`src/afm_defines.vh`:
```
// Purpose : Constants for the converter fault flag and trigger block
// Assumes : Byte addresses on a 32-bit Avalon-MM slave
// Notes   : Include by bare name
`ifndef AFM_DEFINES_VH
`define AFM_DEFINES_VH
// ======================================================================
// Register byte offsets
`define AFM_OFS_STATUS   6'h00
`define AFM_OFS_IFCFG    6'h04
`define AFM_OFS_IOCFG    6'h08
`define AFM_OFS_CHEN     6'h0C
`define AFM_OFS_SETUP0   6'h10
`define AFM_OFS_SETUP1   6'h14
`define AFM_OFS_RESULT   6'h18
`define AFM_OFS_CHKSUM   6'h1C
// ======================================================================
// Interface configuration fields
`define AFM_IF_ALT       0
`define AFM_IF_APPEND    1
`define AFM_IF_MON       2
// ======================================================================
// Io configuration fields
`define AFM_IO_MODE_LO   0
`define AFM_IO_MODE_HI   1
`define AFM_IO_PDATA     2
// ======================================================================
// Fault pin modes
`define AFM_FP_OFF       2'h0
`define AFM_FP_INPUT     2'h1
`define AFM_FP_ODRAIN    2'h2
`define AFM_FP_GPO       2'h3
// ======================================================================
// Reset values
`define AFM_RST_IFCFG    3'h0
`define AFM_RST_IOCFG    3'h0
`define AFM_RST_CHEN     16'h0001
`define AFM_RST_SETUP    16'h0000
// ======================================================================
// Sequencer states
`define AFM_ST_IDLE      2'h0
`define AFM_ST_CONV      2'h1
`define AFM_ST_HOLD      2'h2
`endif

```
`src/afm_fault_trigger.v`:
```
// Purpose : Fault flags, register monitor, fault pin and trigger sequencer
// Assumes : One 25 MHz clock, synchronous pins, Avalon-MM register access
// Notes   : Summary of operation follows
//
// Summary of operation
// - Writing the alternate trigger bit to 1 enters alternate trigger mode.
// - Trigger low: finish conversion, advance channel, wait for trigger high to start.
// - Done output goes low when conversion ends and result holds new value.
// - Trigger low never aborts the running conversion, only delays the next start.
// - Status holds three fault flags: conversion, write checksum, register change.
// - Overrange or underrange conversion sets the conversion fault flag.
// - Undervoltage gives an all-zero result, overvoltage an all-ones result.
// - Conversion fault clears only when condition is gone, not on result read.
// - Write checksum mismatch sets the write checksum fault flag.
// - An explicit status register read clears the write checksum fault flag.
// - With monitor enabled, any change of monitored registers sets register fault.
// - Writing monitor enable to 0 clears a pending register fault.
// - Result, status and interface configuration are not monitored.
// - Mode 10: pin is open-drain, low while any fault flag is set.
// - Mode 01: pin is active-low input ORed into conversion fault flag.
// - In input mode the pin level shows in the fault pin data bit.
// - Mode 00 disables the pin; mode 11 drives fault pin data.
// - With status append set, status follows every shifted-out result.
// - The low four status bits carry the channel of the conversion.
`timescale 1ns/1ps
`include "afm_defines.vh"

module afm_fault_trigger #(
  parameter NCH = 16,
  parameter RW  = 24
) (
  input  wire          ref_clk_in,
  input  wire          resetn_in,
  input  wire [5:0]    avs_address_in,
  input  wire          avs_read_in,
  input  wire          avs_write_in,
  input  wire [31:0]   avs_writedata_in,
  output reg  [31:0]   avs_readdata_out,
  output reg           avs_waitrequest_out,
  input  wire          trigger_n_in,
  input  wire          conv_done_in,
  input  wire [RW-1:0] conv_result_in,
  input  wire          overrange_in,
  input  wire          underrange_in,
  input  wire          crc_bad_in,
  input  wire          fault_pin_in,
  output reg           fault_pin_out,
  output reg           fault_pin_oe_out,
  output reg           conv_start_out,
  output reg  [3:0]    channel_out,
  output reg           conv_done_n_out,
  output reg  [RW+7:0] data_word_out,
  output reg           data_status_out,
  output reg           data_valid_out
);

  // ====================================================================
  // Registers and signals
  reg  [2:0]    ifcfg_q;
  reg  [2:0]    iocfg_q;
  reg  [15:0]   chen_q;
  reg  [15:0]   setup0_q;
  reg  [15:0]   setup1_q;
  reg  [RW-1:0] result_q;
  reg           adc_err_q;
  reg           crc_err_q;
  reg           reg_err_q;
  reg  [15:0]   chk_ref_q;
  reg           trig_q;
  reg           trig_prev_q;
  reg           trig_low_q;
  reg           fpin_q;
  reg  [1:0]    state_q;
  reg  [3:0]    chan_q;
  reg           acc_q;
  wire          req;
  wire          take;
  wire          wr;
  wire          rd;
  wire [1:0]    fp_mode;
  wire          ext_fault;
  wire          adc_err;
  wire          any_err;
  wire [7:0]    status;
  wire [15:0]   chk_now;
  wire [3:0]    chan_next;
  wire          cond_bad;
  wire [RW-1:0] res_d;

  assign req       = avs_read_in | avs_write_in;
  assign take      = req & acc_q;
  assign wr        = take & avs_write_in;
  assign rd        = take & avs_read_in;
  assign fp_mode   = iocfg_q[`AFM_IO_MODE_HI:`AFM_IO_MODE_LO];
  assign ext_fault = (fp_mode == `AFM_FP_INPUT) & ~fpin_q;
  assign adc_err   = adc_err_q | ext_fault;
  assign any_err   = adc_err | crc_err_q | reg_err_q;
  assign status    = {conv_done_n_out, adc_err, crc_err_q, reg_err_q, chan_q};
  assign chk_now   = chen_q ^ setup0_q ^ setup1_q ^ {13'h0000, iocfg_q};
  assign cond_bad  = overrange_in | underrange_in;
  assign res_d     = overrange_in ? {RW{1'b1}} :
                     underrange_in ? {RW{1'b0}} : conv_result_in;

  // ====================================================================
  // Next enabled channel after the current one, wrapping round
  function [3:0] next_chan;
    input [3:0]  cur;
    input [15:0] en;
    integer      i;
    reg   [3:0]  c;
    reg          hit;
    begin
      next_chan = cur;
      hit = 1'b0;
      for (i = 1; i <= NCH; i = i + 1)
      begin
        c = cur + i[3:0];
        if (!hit && en[c])
        begin
          next_chan = c;
          hit = 1'b1;
        end
      end
    end
  endfunction

  assign chan_next = next_chan(chan_q, chen_q);

  // ====================================================================
  // Avalon-MM slave: one wait cycle, data ready at the accepting edge
  always @(posedge ref_clk_in or negedge resetn_in)
  begin
    if (!resetn_in)
    begin
      avs_waitrequest_out <= 1'b1;
      acc_q               <= 1'b0;
      avs_readdata_out    <= 32'h00000000;
    end
    else
    begin
      acc_q               <= req & ~acc_q;
      avs_waitrequest_out <= ~(req & ~acc_q);
      if (avs_read_in & ~acc_q)
      begin
        case (avs_address_in)
          `AFM_OFS_STATUS: avs_readdata_out <= {24'h000000, status};
          `AFM_OFS_IFCFG:  avs_readdata_out <= {29'h00000000, ifcfg_q};
          `AFM_OFS_IOCFG:  avs_readdata_out <= {29'h00000000,
                             (fp_mode == `AFM_FP_INPUT) ? fpin_q : iocfg_q[`AFM_IO_PDATA],
                             fp_mode};
          `AFM_OFS_CHEN:   avs_readdata_out <= {16'h0000, chen_q};
          `AFM_OFS_SETUP0: avs_readdata_out <= {16'h0000, setup0_q};
          `AFM_OFS_SETUP1: avs_readdata_out <= {16'h0000, setup1_q};
          `AFM_OFS_RESULT: avs_readdata_out <= {{(32-RW){1'b0}}, result_q};
          `AFM_OFS_CHKSUM: avs_readdata_out <= {16'h0000, chk_ref_q};
          default:         avs_readdata_out <= 32'h00000000;
        endcase
      end
    end
  end

  // ====================================================================
  // Configuration registers
  always @(posedge ref_clk_in or negedge resetn_in)
  begin
    if (!resetn_in)
    begin
      ifcfg_q  <= `AFM_RST_IFCFG;
      iocfg_q  <= `AFM_RST_IOCFG;
      chen_q   <= `AFM_RST_CHEN;
      setup0_q <= `AFM_RST_SETUP;
      setup1_q <= `AFM_RST_SETUP;
    end
    else if (wr)
    begin
      case (avs_address_in)
        `AFM_OFS_IFCFG:  ifcfg_q  <= avs_writedata_in[2:0];
        `AFM_OFS_IOCFG:  iocfg_q  <= avs_writedata_in[2:0];
        `AFM_OFS_CHEN:   chen_q   <= avs_writedata_in[15:0];
        `AFM_OFS_SETUP0: setup0_q <= avs_writedata_in[15:0];
        `AFM_OFS_SETUP1: setup1_q <= avs_writedata_in[15:0];
        default:         ifcfg_q  <= ifcfg_q;
      endcase
    end
  end

  // ====================================================================
  // Pin sampling
  always @(posedge ref_clk_in or negedge resetn_in)
  begin
    if (!resetn_in)
    begin
      trig_q      <= 1'b1;
      trig_prev_q <= 1'b1;
      fpin_q      <= 1'b1;
    end
    else
    begin
      trig_q      <= trigger_n_in;
      trig_prev_q <= trig_q;
      fpin_q      <= fault_pin_in;
    end
  end

  // ====================================================================
  // Fault flags, set wins over clear
  always @(posedge ref_clk_in or negedge resetn_in)
  begin
    if (!resetn_in)
    begin
      adc_err_q <= 1'b0;
      crc_err_q <= 1'b0;
      reg_err_q <= 1'b0;
      chk_ref_q <= 16'h0000;
    end
    else
    begin
      if (conv_done_in & cond_bad)
        adc_err_q <= 1'b1;
      else if (!cond_bad)
        adc_err_q <= 1'b0;
      if (crc_bad_in)
        crc_err_q <= 1'b1;
      else if (rd && avs_address_in == `AFM_OFS_STATUS)
        crc_err_q <= 1'b0;
      if (!ifcfg_q[`AFM_IF_MON])
        chk_ref_q <= chk_now;
      if (ifcfg_q[`AFM_IF_MON] && chk_now != chk_ref_q)
        reg_err_q <= 1'b1;
      else if (!ifcfg_q[`AFM_IF_MON])
        reg_err_q <= 1'b0;
    end
  end

  // ====================================================================
  // Fault pin driver
  always @(posedge ref_clk_in or negedge resetn_in)
  begin
    if (!resetn_in)
    begin
      fault_pin_out    <= 1'b1;
      fault_pin_oe_out <= 1'b0;
    end
    else
    begin
      case (fp_mode)
        `AFM_FP_ODRAIN:
        begin
          fault_pin_out    <= 1'b0;
          fault_pin_oe_out <= any_err;
        end
        `AFM_FP_GPO:
        begin
          fault_pin_out    <= iocfg_q[`AFM_IO_PDATA];
          fault_pin_oe_out <= 1'b1;
        end
        default:
        begin
          fault_pin_out    <= 1'b1;
          fault_pin_oe_out <= 1'b0;
        end
      endcase
    end
  end

  // ====================================================================
  // Channel sequencer with alternate trigger
  always @(posedge ref_clk_in or negedge resetn_in)
  begin
    if (!resetn_in)
    begin
      state_q         <= `AFM_ST_IDLE;
      chan_q          <= 4'hF;
      trig_low_q      <= 1'b0;
      conv_start_out  <= 1'b0;
      channel_out     <= 4'h0;
      conv_done_n_out <= 1'b1;
      result_q        <= {RW{1'b0}};
      data_word_out   <= {(RW+8){1'b0}};
      data_status_out <= 1'b0;
      data_valid_out  <= 1'b0;
    end
    else
    begin
      conv_start_out <= 1'b0;
      data_valid_out <= 1'b0;
      if (rd && avs_address_in == `AFM_OFS_RESULT)
        conv_done_n_out <= 1'b1;
      if (trig_prev_q & ~trig_q)
        trig_low_q <= 1'b1;
      case (state_q)
        `AFM_ST_IDLE:
        begin
          if (chen_q != 16'h0000 && (!ifcfg_q[`AFM_IF_ALT] || trig_q))
          begin
            chan_q         <= chan_next;
            channel_out    <= chan_next;
            conv_start_out <= 1'b1;
            trig_low_q     <= 1'b0;
            state_q        <= `AFM_ST_CONV;
          end
        end
        `AFM_ST_CONV:
        begin
          if (conv_done_in)
          begin
            result_q        <= res_d;
            conv_done_n_out <= 1'b0;
            data_word_out   <= {res_d, ifcfg_q[`AFM_IF_APPEND] ?
                                {conv_done_n_out & 1'b0, adc_err | cond_bad,
                                 crc_err_q, reg_err_q, chan_q} : 8'h00};
            data_status_out <= ifcfg_q[`AFM_IF_APPEND];
            data_valid_out  <= 1'b1;
            chan_q          <= chan_next;
            channel_out     <= chan_next;
            trig_low_q      <= 1'b0;
            if (chen_q == 16'h0000)
              state_q <= `AFM_ST_IDLE;
            else if (ifcfg_q[`AFM_IF_ALT] && (trig_low_q || !trig_q))
              state_q <= `AFM_ST_HOLD;
            else
              conv_start_out <= 1'b1;
          end
        end
        `AFM_ST_HOLD:
        begin
          if (trig_q)
          begin
            conv_start_out <= 1'b1;
            trig_low_q     <= 1'b0;
            state_q        <= `AFM_ST_CONV;
          end
        end
        default:
          state_q <= `AFM_ST_IDLE;
      endcase
    end
  end

endmodule // afm_fault_trigger

```
`config.mk`:
```
export PLATFORM = sky130hd
export DESIGN_NAME = afm_fault_trigger
export DESIGN_NICKNAME = d
export VERILOG_FILES = /design/src/afm_fault_trigger.v
export VERILOG_INCLUDE_DIRS = /design/src
export SDC_FILE = /design/constraint.sdc
export NUM_CORES = 1
export LEC_CHECK = 0
export BUFFER_PORTS_ARGS = -buffer_cell sky130_fd_sc_hd__buf_2
export CORE_UTILIZATION = 60
export CTS_CLUSTER_DIAMETER = 30
export DETAILED_ROUTE_END_ITERATION = 7
export PLACE_DENSITY = 0.81
export SLEW_MARGIN = 20
export SYNTH_ARGS = -nofsm -noshare
export SYNTH_HDL_FRONTEND = slang
export SYNTH_SLANG_ARGS = --single-unit
```
`constraint.sdc`:
```
create_clock -name ref_clk_in -period 8 [get_ports ref_clk_in]
set_clock_uncertainty 0.05 [all_clocks]
set_input_delay 0.4 -clock ref_clk_in [delete_from_list [all_inputs] [get_ports ref_clk_in]]
set_output_delay 0.4 -clock ref_clk_in [all_outputs]
set_load 0.02 [all_outputs]
```
==> impl_metrics.json <==
{
  "io_buffer_count": 121,
  "cts_root_buffer": "clkbuf_16",
  "cts_tree": "yes",
  "vias": 8111,
  "rsz0062_at_grt": "no",
  "fin_crit_ns": 5.936,
  "tightest_slew_ns": 1.090,
  "cts_setup_buffers": 0,
  "hold_class": "primary input to asynchronous set/reset pin",
  "fin_nets": 1113,
  "violations": "negative hold slack",
  "clockBufferDepth": 2,
  "hold_viol": 22,
  "cp.required_ns": 8.27,
  "yosys.area.top_type_share_pct": 36.60,
  "drt_iter0_markers": 837,
  "grt_pass1_vias": 7785,
  "die_y_um": 127.9,
  "synth_area_leader_cell": "dfrtp_1",
  "grt_overflow": 0,
  "status": "complete, but fails checks",
  "ir_drop_mv": 0.2028,
  "power_switching_share_pct": 42.91,
  "comb_power_share_pct": 48.4,
  "power_frac_seq_pct": 29.2,
  "synth_area_leaders": "dfrtp_1 (37%), mux2_2 (9.8%), mux4_2 (5.9%)",
  "core_um2": 15310,
  "critical_path.max_stage_delay_ns": 1.20,
  "timing.setup.tns_ns": 0,
  "cap_viol_max_count": 0,
  "crit_chain": "clkinv_1 > ha_1 > mux4_2 > mux2i_1 > mux2i_2 > and4bb_1 > nand3_2 > o221ai_1 > a31oi_1 > and3_1 > a221o_1",
  "fp-row-count": 45,
  "yosysWarnings": 0,
  "grt_pass1_wl_um": 40960,
  "drc_errors": 0,
  "start_kind": "register",
  "grt_usage_pct": 32.83,
  "synthCells": 958,
  "finalSetupViolations": 0,
  "cts.reportedPaths.clkPinSlew_ns": 0.06,
  "grt_max_degree": 92,
  "firstDrtPassIters": 6,
  "globalplace.congestion": 0.8955,
  "syn_area_um2": 9503,
  "relSlewSlack_pct": 27.03,
  "synth_edf_count": 0,
  "period_share_pct": 74.20,
  "h-tree-depth": 4,
  "arrival_ns": 6.20,
  "synth_flop_cell": "dfrtp_1",
  "wire_per_inst_um": 20.54,
  "synth_common_cells": "dfrtp_1 (139), nand2_1 (130), mux2_2 (83)",
  "path_buf_inv": 1,
  "critical-path-top-delay-family": "multiplexers",
  "leakagePower_uw": 0.004939,
  "start_util_pct": 62.05,
  "path_max_fanout": 28,
  "fmax_ghz": 0.1685,
  "placed_area_um2": 10090,
  "yosysUniqueCellTypes": 78,
  "grt_antenna_before_repair": 0,
  "final_area_um2": 10730,
  "holdBufCountCts": 0,
  "dieWidth_um": 127.9,
  "synthArstFlopShare_pct": 100.0,
  "drv_slew": 0,
  "yosysSeqAreaShare_pct": 39.64,
  "synth_most_common_cell": "dfrtp_1",
  "fin_hold_ws_ns": -0.01252,
  "hpwl_um": 17870,
  "detail_route.vias_per_cell": 6.453,
  "synth.ff_latch_count": 150,
  "endpoint_kind": "register",
  "antenna_cells": 0,
  "power_frac_clock_pct": 22.5,
  "worstSetupPathType": "register to register",
  "powerDensity_nw_per_um2": 360.4,
  "syn_to_final_growth_pct": 12.90,
  "boundaryPins": 147,
  "drtAntennaViolNets": 0,
  "fp.dieArea_um2": 16350,
  "post_cts_resized": 0,
  "drive_above_1_share_pct": 28.01,
  "internal_power_uw": 2207,
  "avgSynthCellArea_um2": 9.919,
  "wl_um": 25820,
  "cts_sinks": 150,
  "cts_buffers": 17,
  "switchingPower_uw": 1659,
  "slowest_stage": "ha_1",
  "clock_latency_ns": 0.44
}
## final timing paths
| kind | slack, ns | from | to | cells after the start |
|---|---|---|---|---|
| max | 2.06 | chan_q[0]$_DFFE_PN1P_ | channel_out[0]$_DFFE_PN0P_ | 11 |
| min in group ref_clk_in | 0.01 | trigger_n_in | trig_q$_DFF_PN1_ | 1 |
| max in group asynchronous | 6.63 | resetn_in | result_q[0]$_DFFE_PN0P_ | 2 |
| min reg2reg | 0.34 | trig_q$_DFF_PN1_ | trig_prev_q$_DFF_PN1_ | 0 |
| min | -0.01 | resetn_in | conv_start_out$_DFF_PN0_ | 1 |
| max reg2reg | 2.06 | chan_q[0]$_DFFE_PN1P_ | channel_out[0]$_DFFE_PN0P_ | 11 |
## worst reg2reg max path, cell delays in order, from the launching register on
cell      delay [ns]
dfstp_2         0.92
clkinv_1        0.68
ha_1            1.20
mux4_2          0.67
mux2i_1         0.42
mux2i_2         0.26
and4bb_1        0.48
nand3_2         0.24
o221ai_1        0.33
a31oi_1         0.11
and3_1          0.20
a221o_1         0.26
## cells by family (layout without fill, tap and decap cells)
logic type / after synthesis / in the layout / synth area share, %
multiplexers: 141 / 141 / 19.67
other: 1 / 9 / 0.03946
buffers and inverters: 94 / 174 / 4.621
AO/OA/AOI/OAI: 240 / 240 / 16.25
adder cells (fa/ha/maj): 8 / 8 / 1.053
flip-flops: 150 / 150 / 39.64
XOR/XNOR: 66 / 66 / 6.162
AND/OR/NAND/NOR: 258 / 258 / 12.56
## power groups by stage
stage | Combinational (µW) | Clock (µW) | Sequential (µW)
2_1_floorplan | 1390 | 0 | 1130
5_1_grt | 2010 | 903 | 1150
4_1_cts | 1830 | 873 | 1120
3_3_place_gp | 1800 | 0 | 1130
6_report | 1870 | 868 | 1130
3_5_place_dp | 1820 | 0 | 1130
## per-layer routing
metal	part of all wire, %	track usage [%]	vias up
li1	-	-	3632
met1	41	44.32	3970
met2	47	51.92	442
met3	8.8	5.927	67
met4	2.8	14.81	0
met5	0	0	-
## flip-flops by register name (all words and copies together), names as in the netlist, 2 cells and up
register	flops
setup0_q	16
avs_readdata_out	24
ifcfg_q	3
setup1_q	16
data_word_out	7
chk_ref_q	16
chen_q	16
result_q	24
chan_q	4
state_q	2
iocfg_q	3
channel_out	4
## cell usage in the layout, fill, tap and decap left out, drive strengths merged, types with 9 or more instances in the layout
cell / n
dfrtp: 139
nand2: 130
buf: 127
mux2: 84
o21ai: 76
a21oi: 52
nor2: 47
xnor2: 44
mux2i: 30
mux4: 27
a22oi: 25
xor2: 22
clkbuf: 19
inv: 17
nand3: 15
nor4: 14
nor3: 13
a221oi: 11
dfstp: 11
nand2b: 9
conb: 9
## stage by stage
stage / util [%] / setup slack (ns) / total power [µW] / instances
6_report: 70.06 / 2.064 / 3866 / 1257
5_1_grt: 70.06 / 1.778 / 4060 / 1257
4_1_cts: 70.06 / 2.250 / 3831 / 1257
3_5_place_dp: 65.88 / 2.272 / 2955 / 1225
3_3_place_gp: 65.87 / 2.334 / 2929 / 1225
2_1_floorplan: - / 3.693 / 2518 / 966
## layout make-up
class	count	area, µm²
multi-input combinational	722	5345
fill	1144	4586
sequential	150	3767
timing repair buffer	127	656.9
clock buffer	19	442.9
tap	211	264.0
clock inverter	13	196.4
inverter	15	56.30
Note: power is estimated with default switching activity, not from simulation.
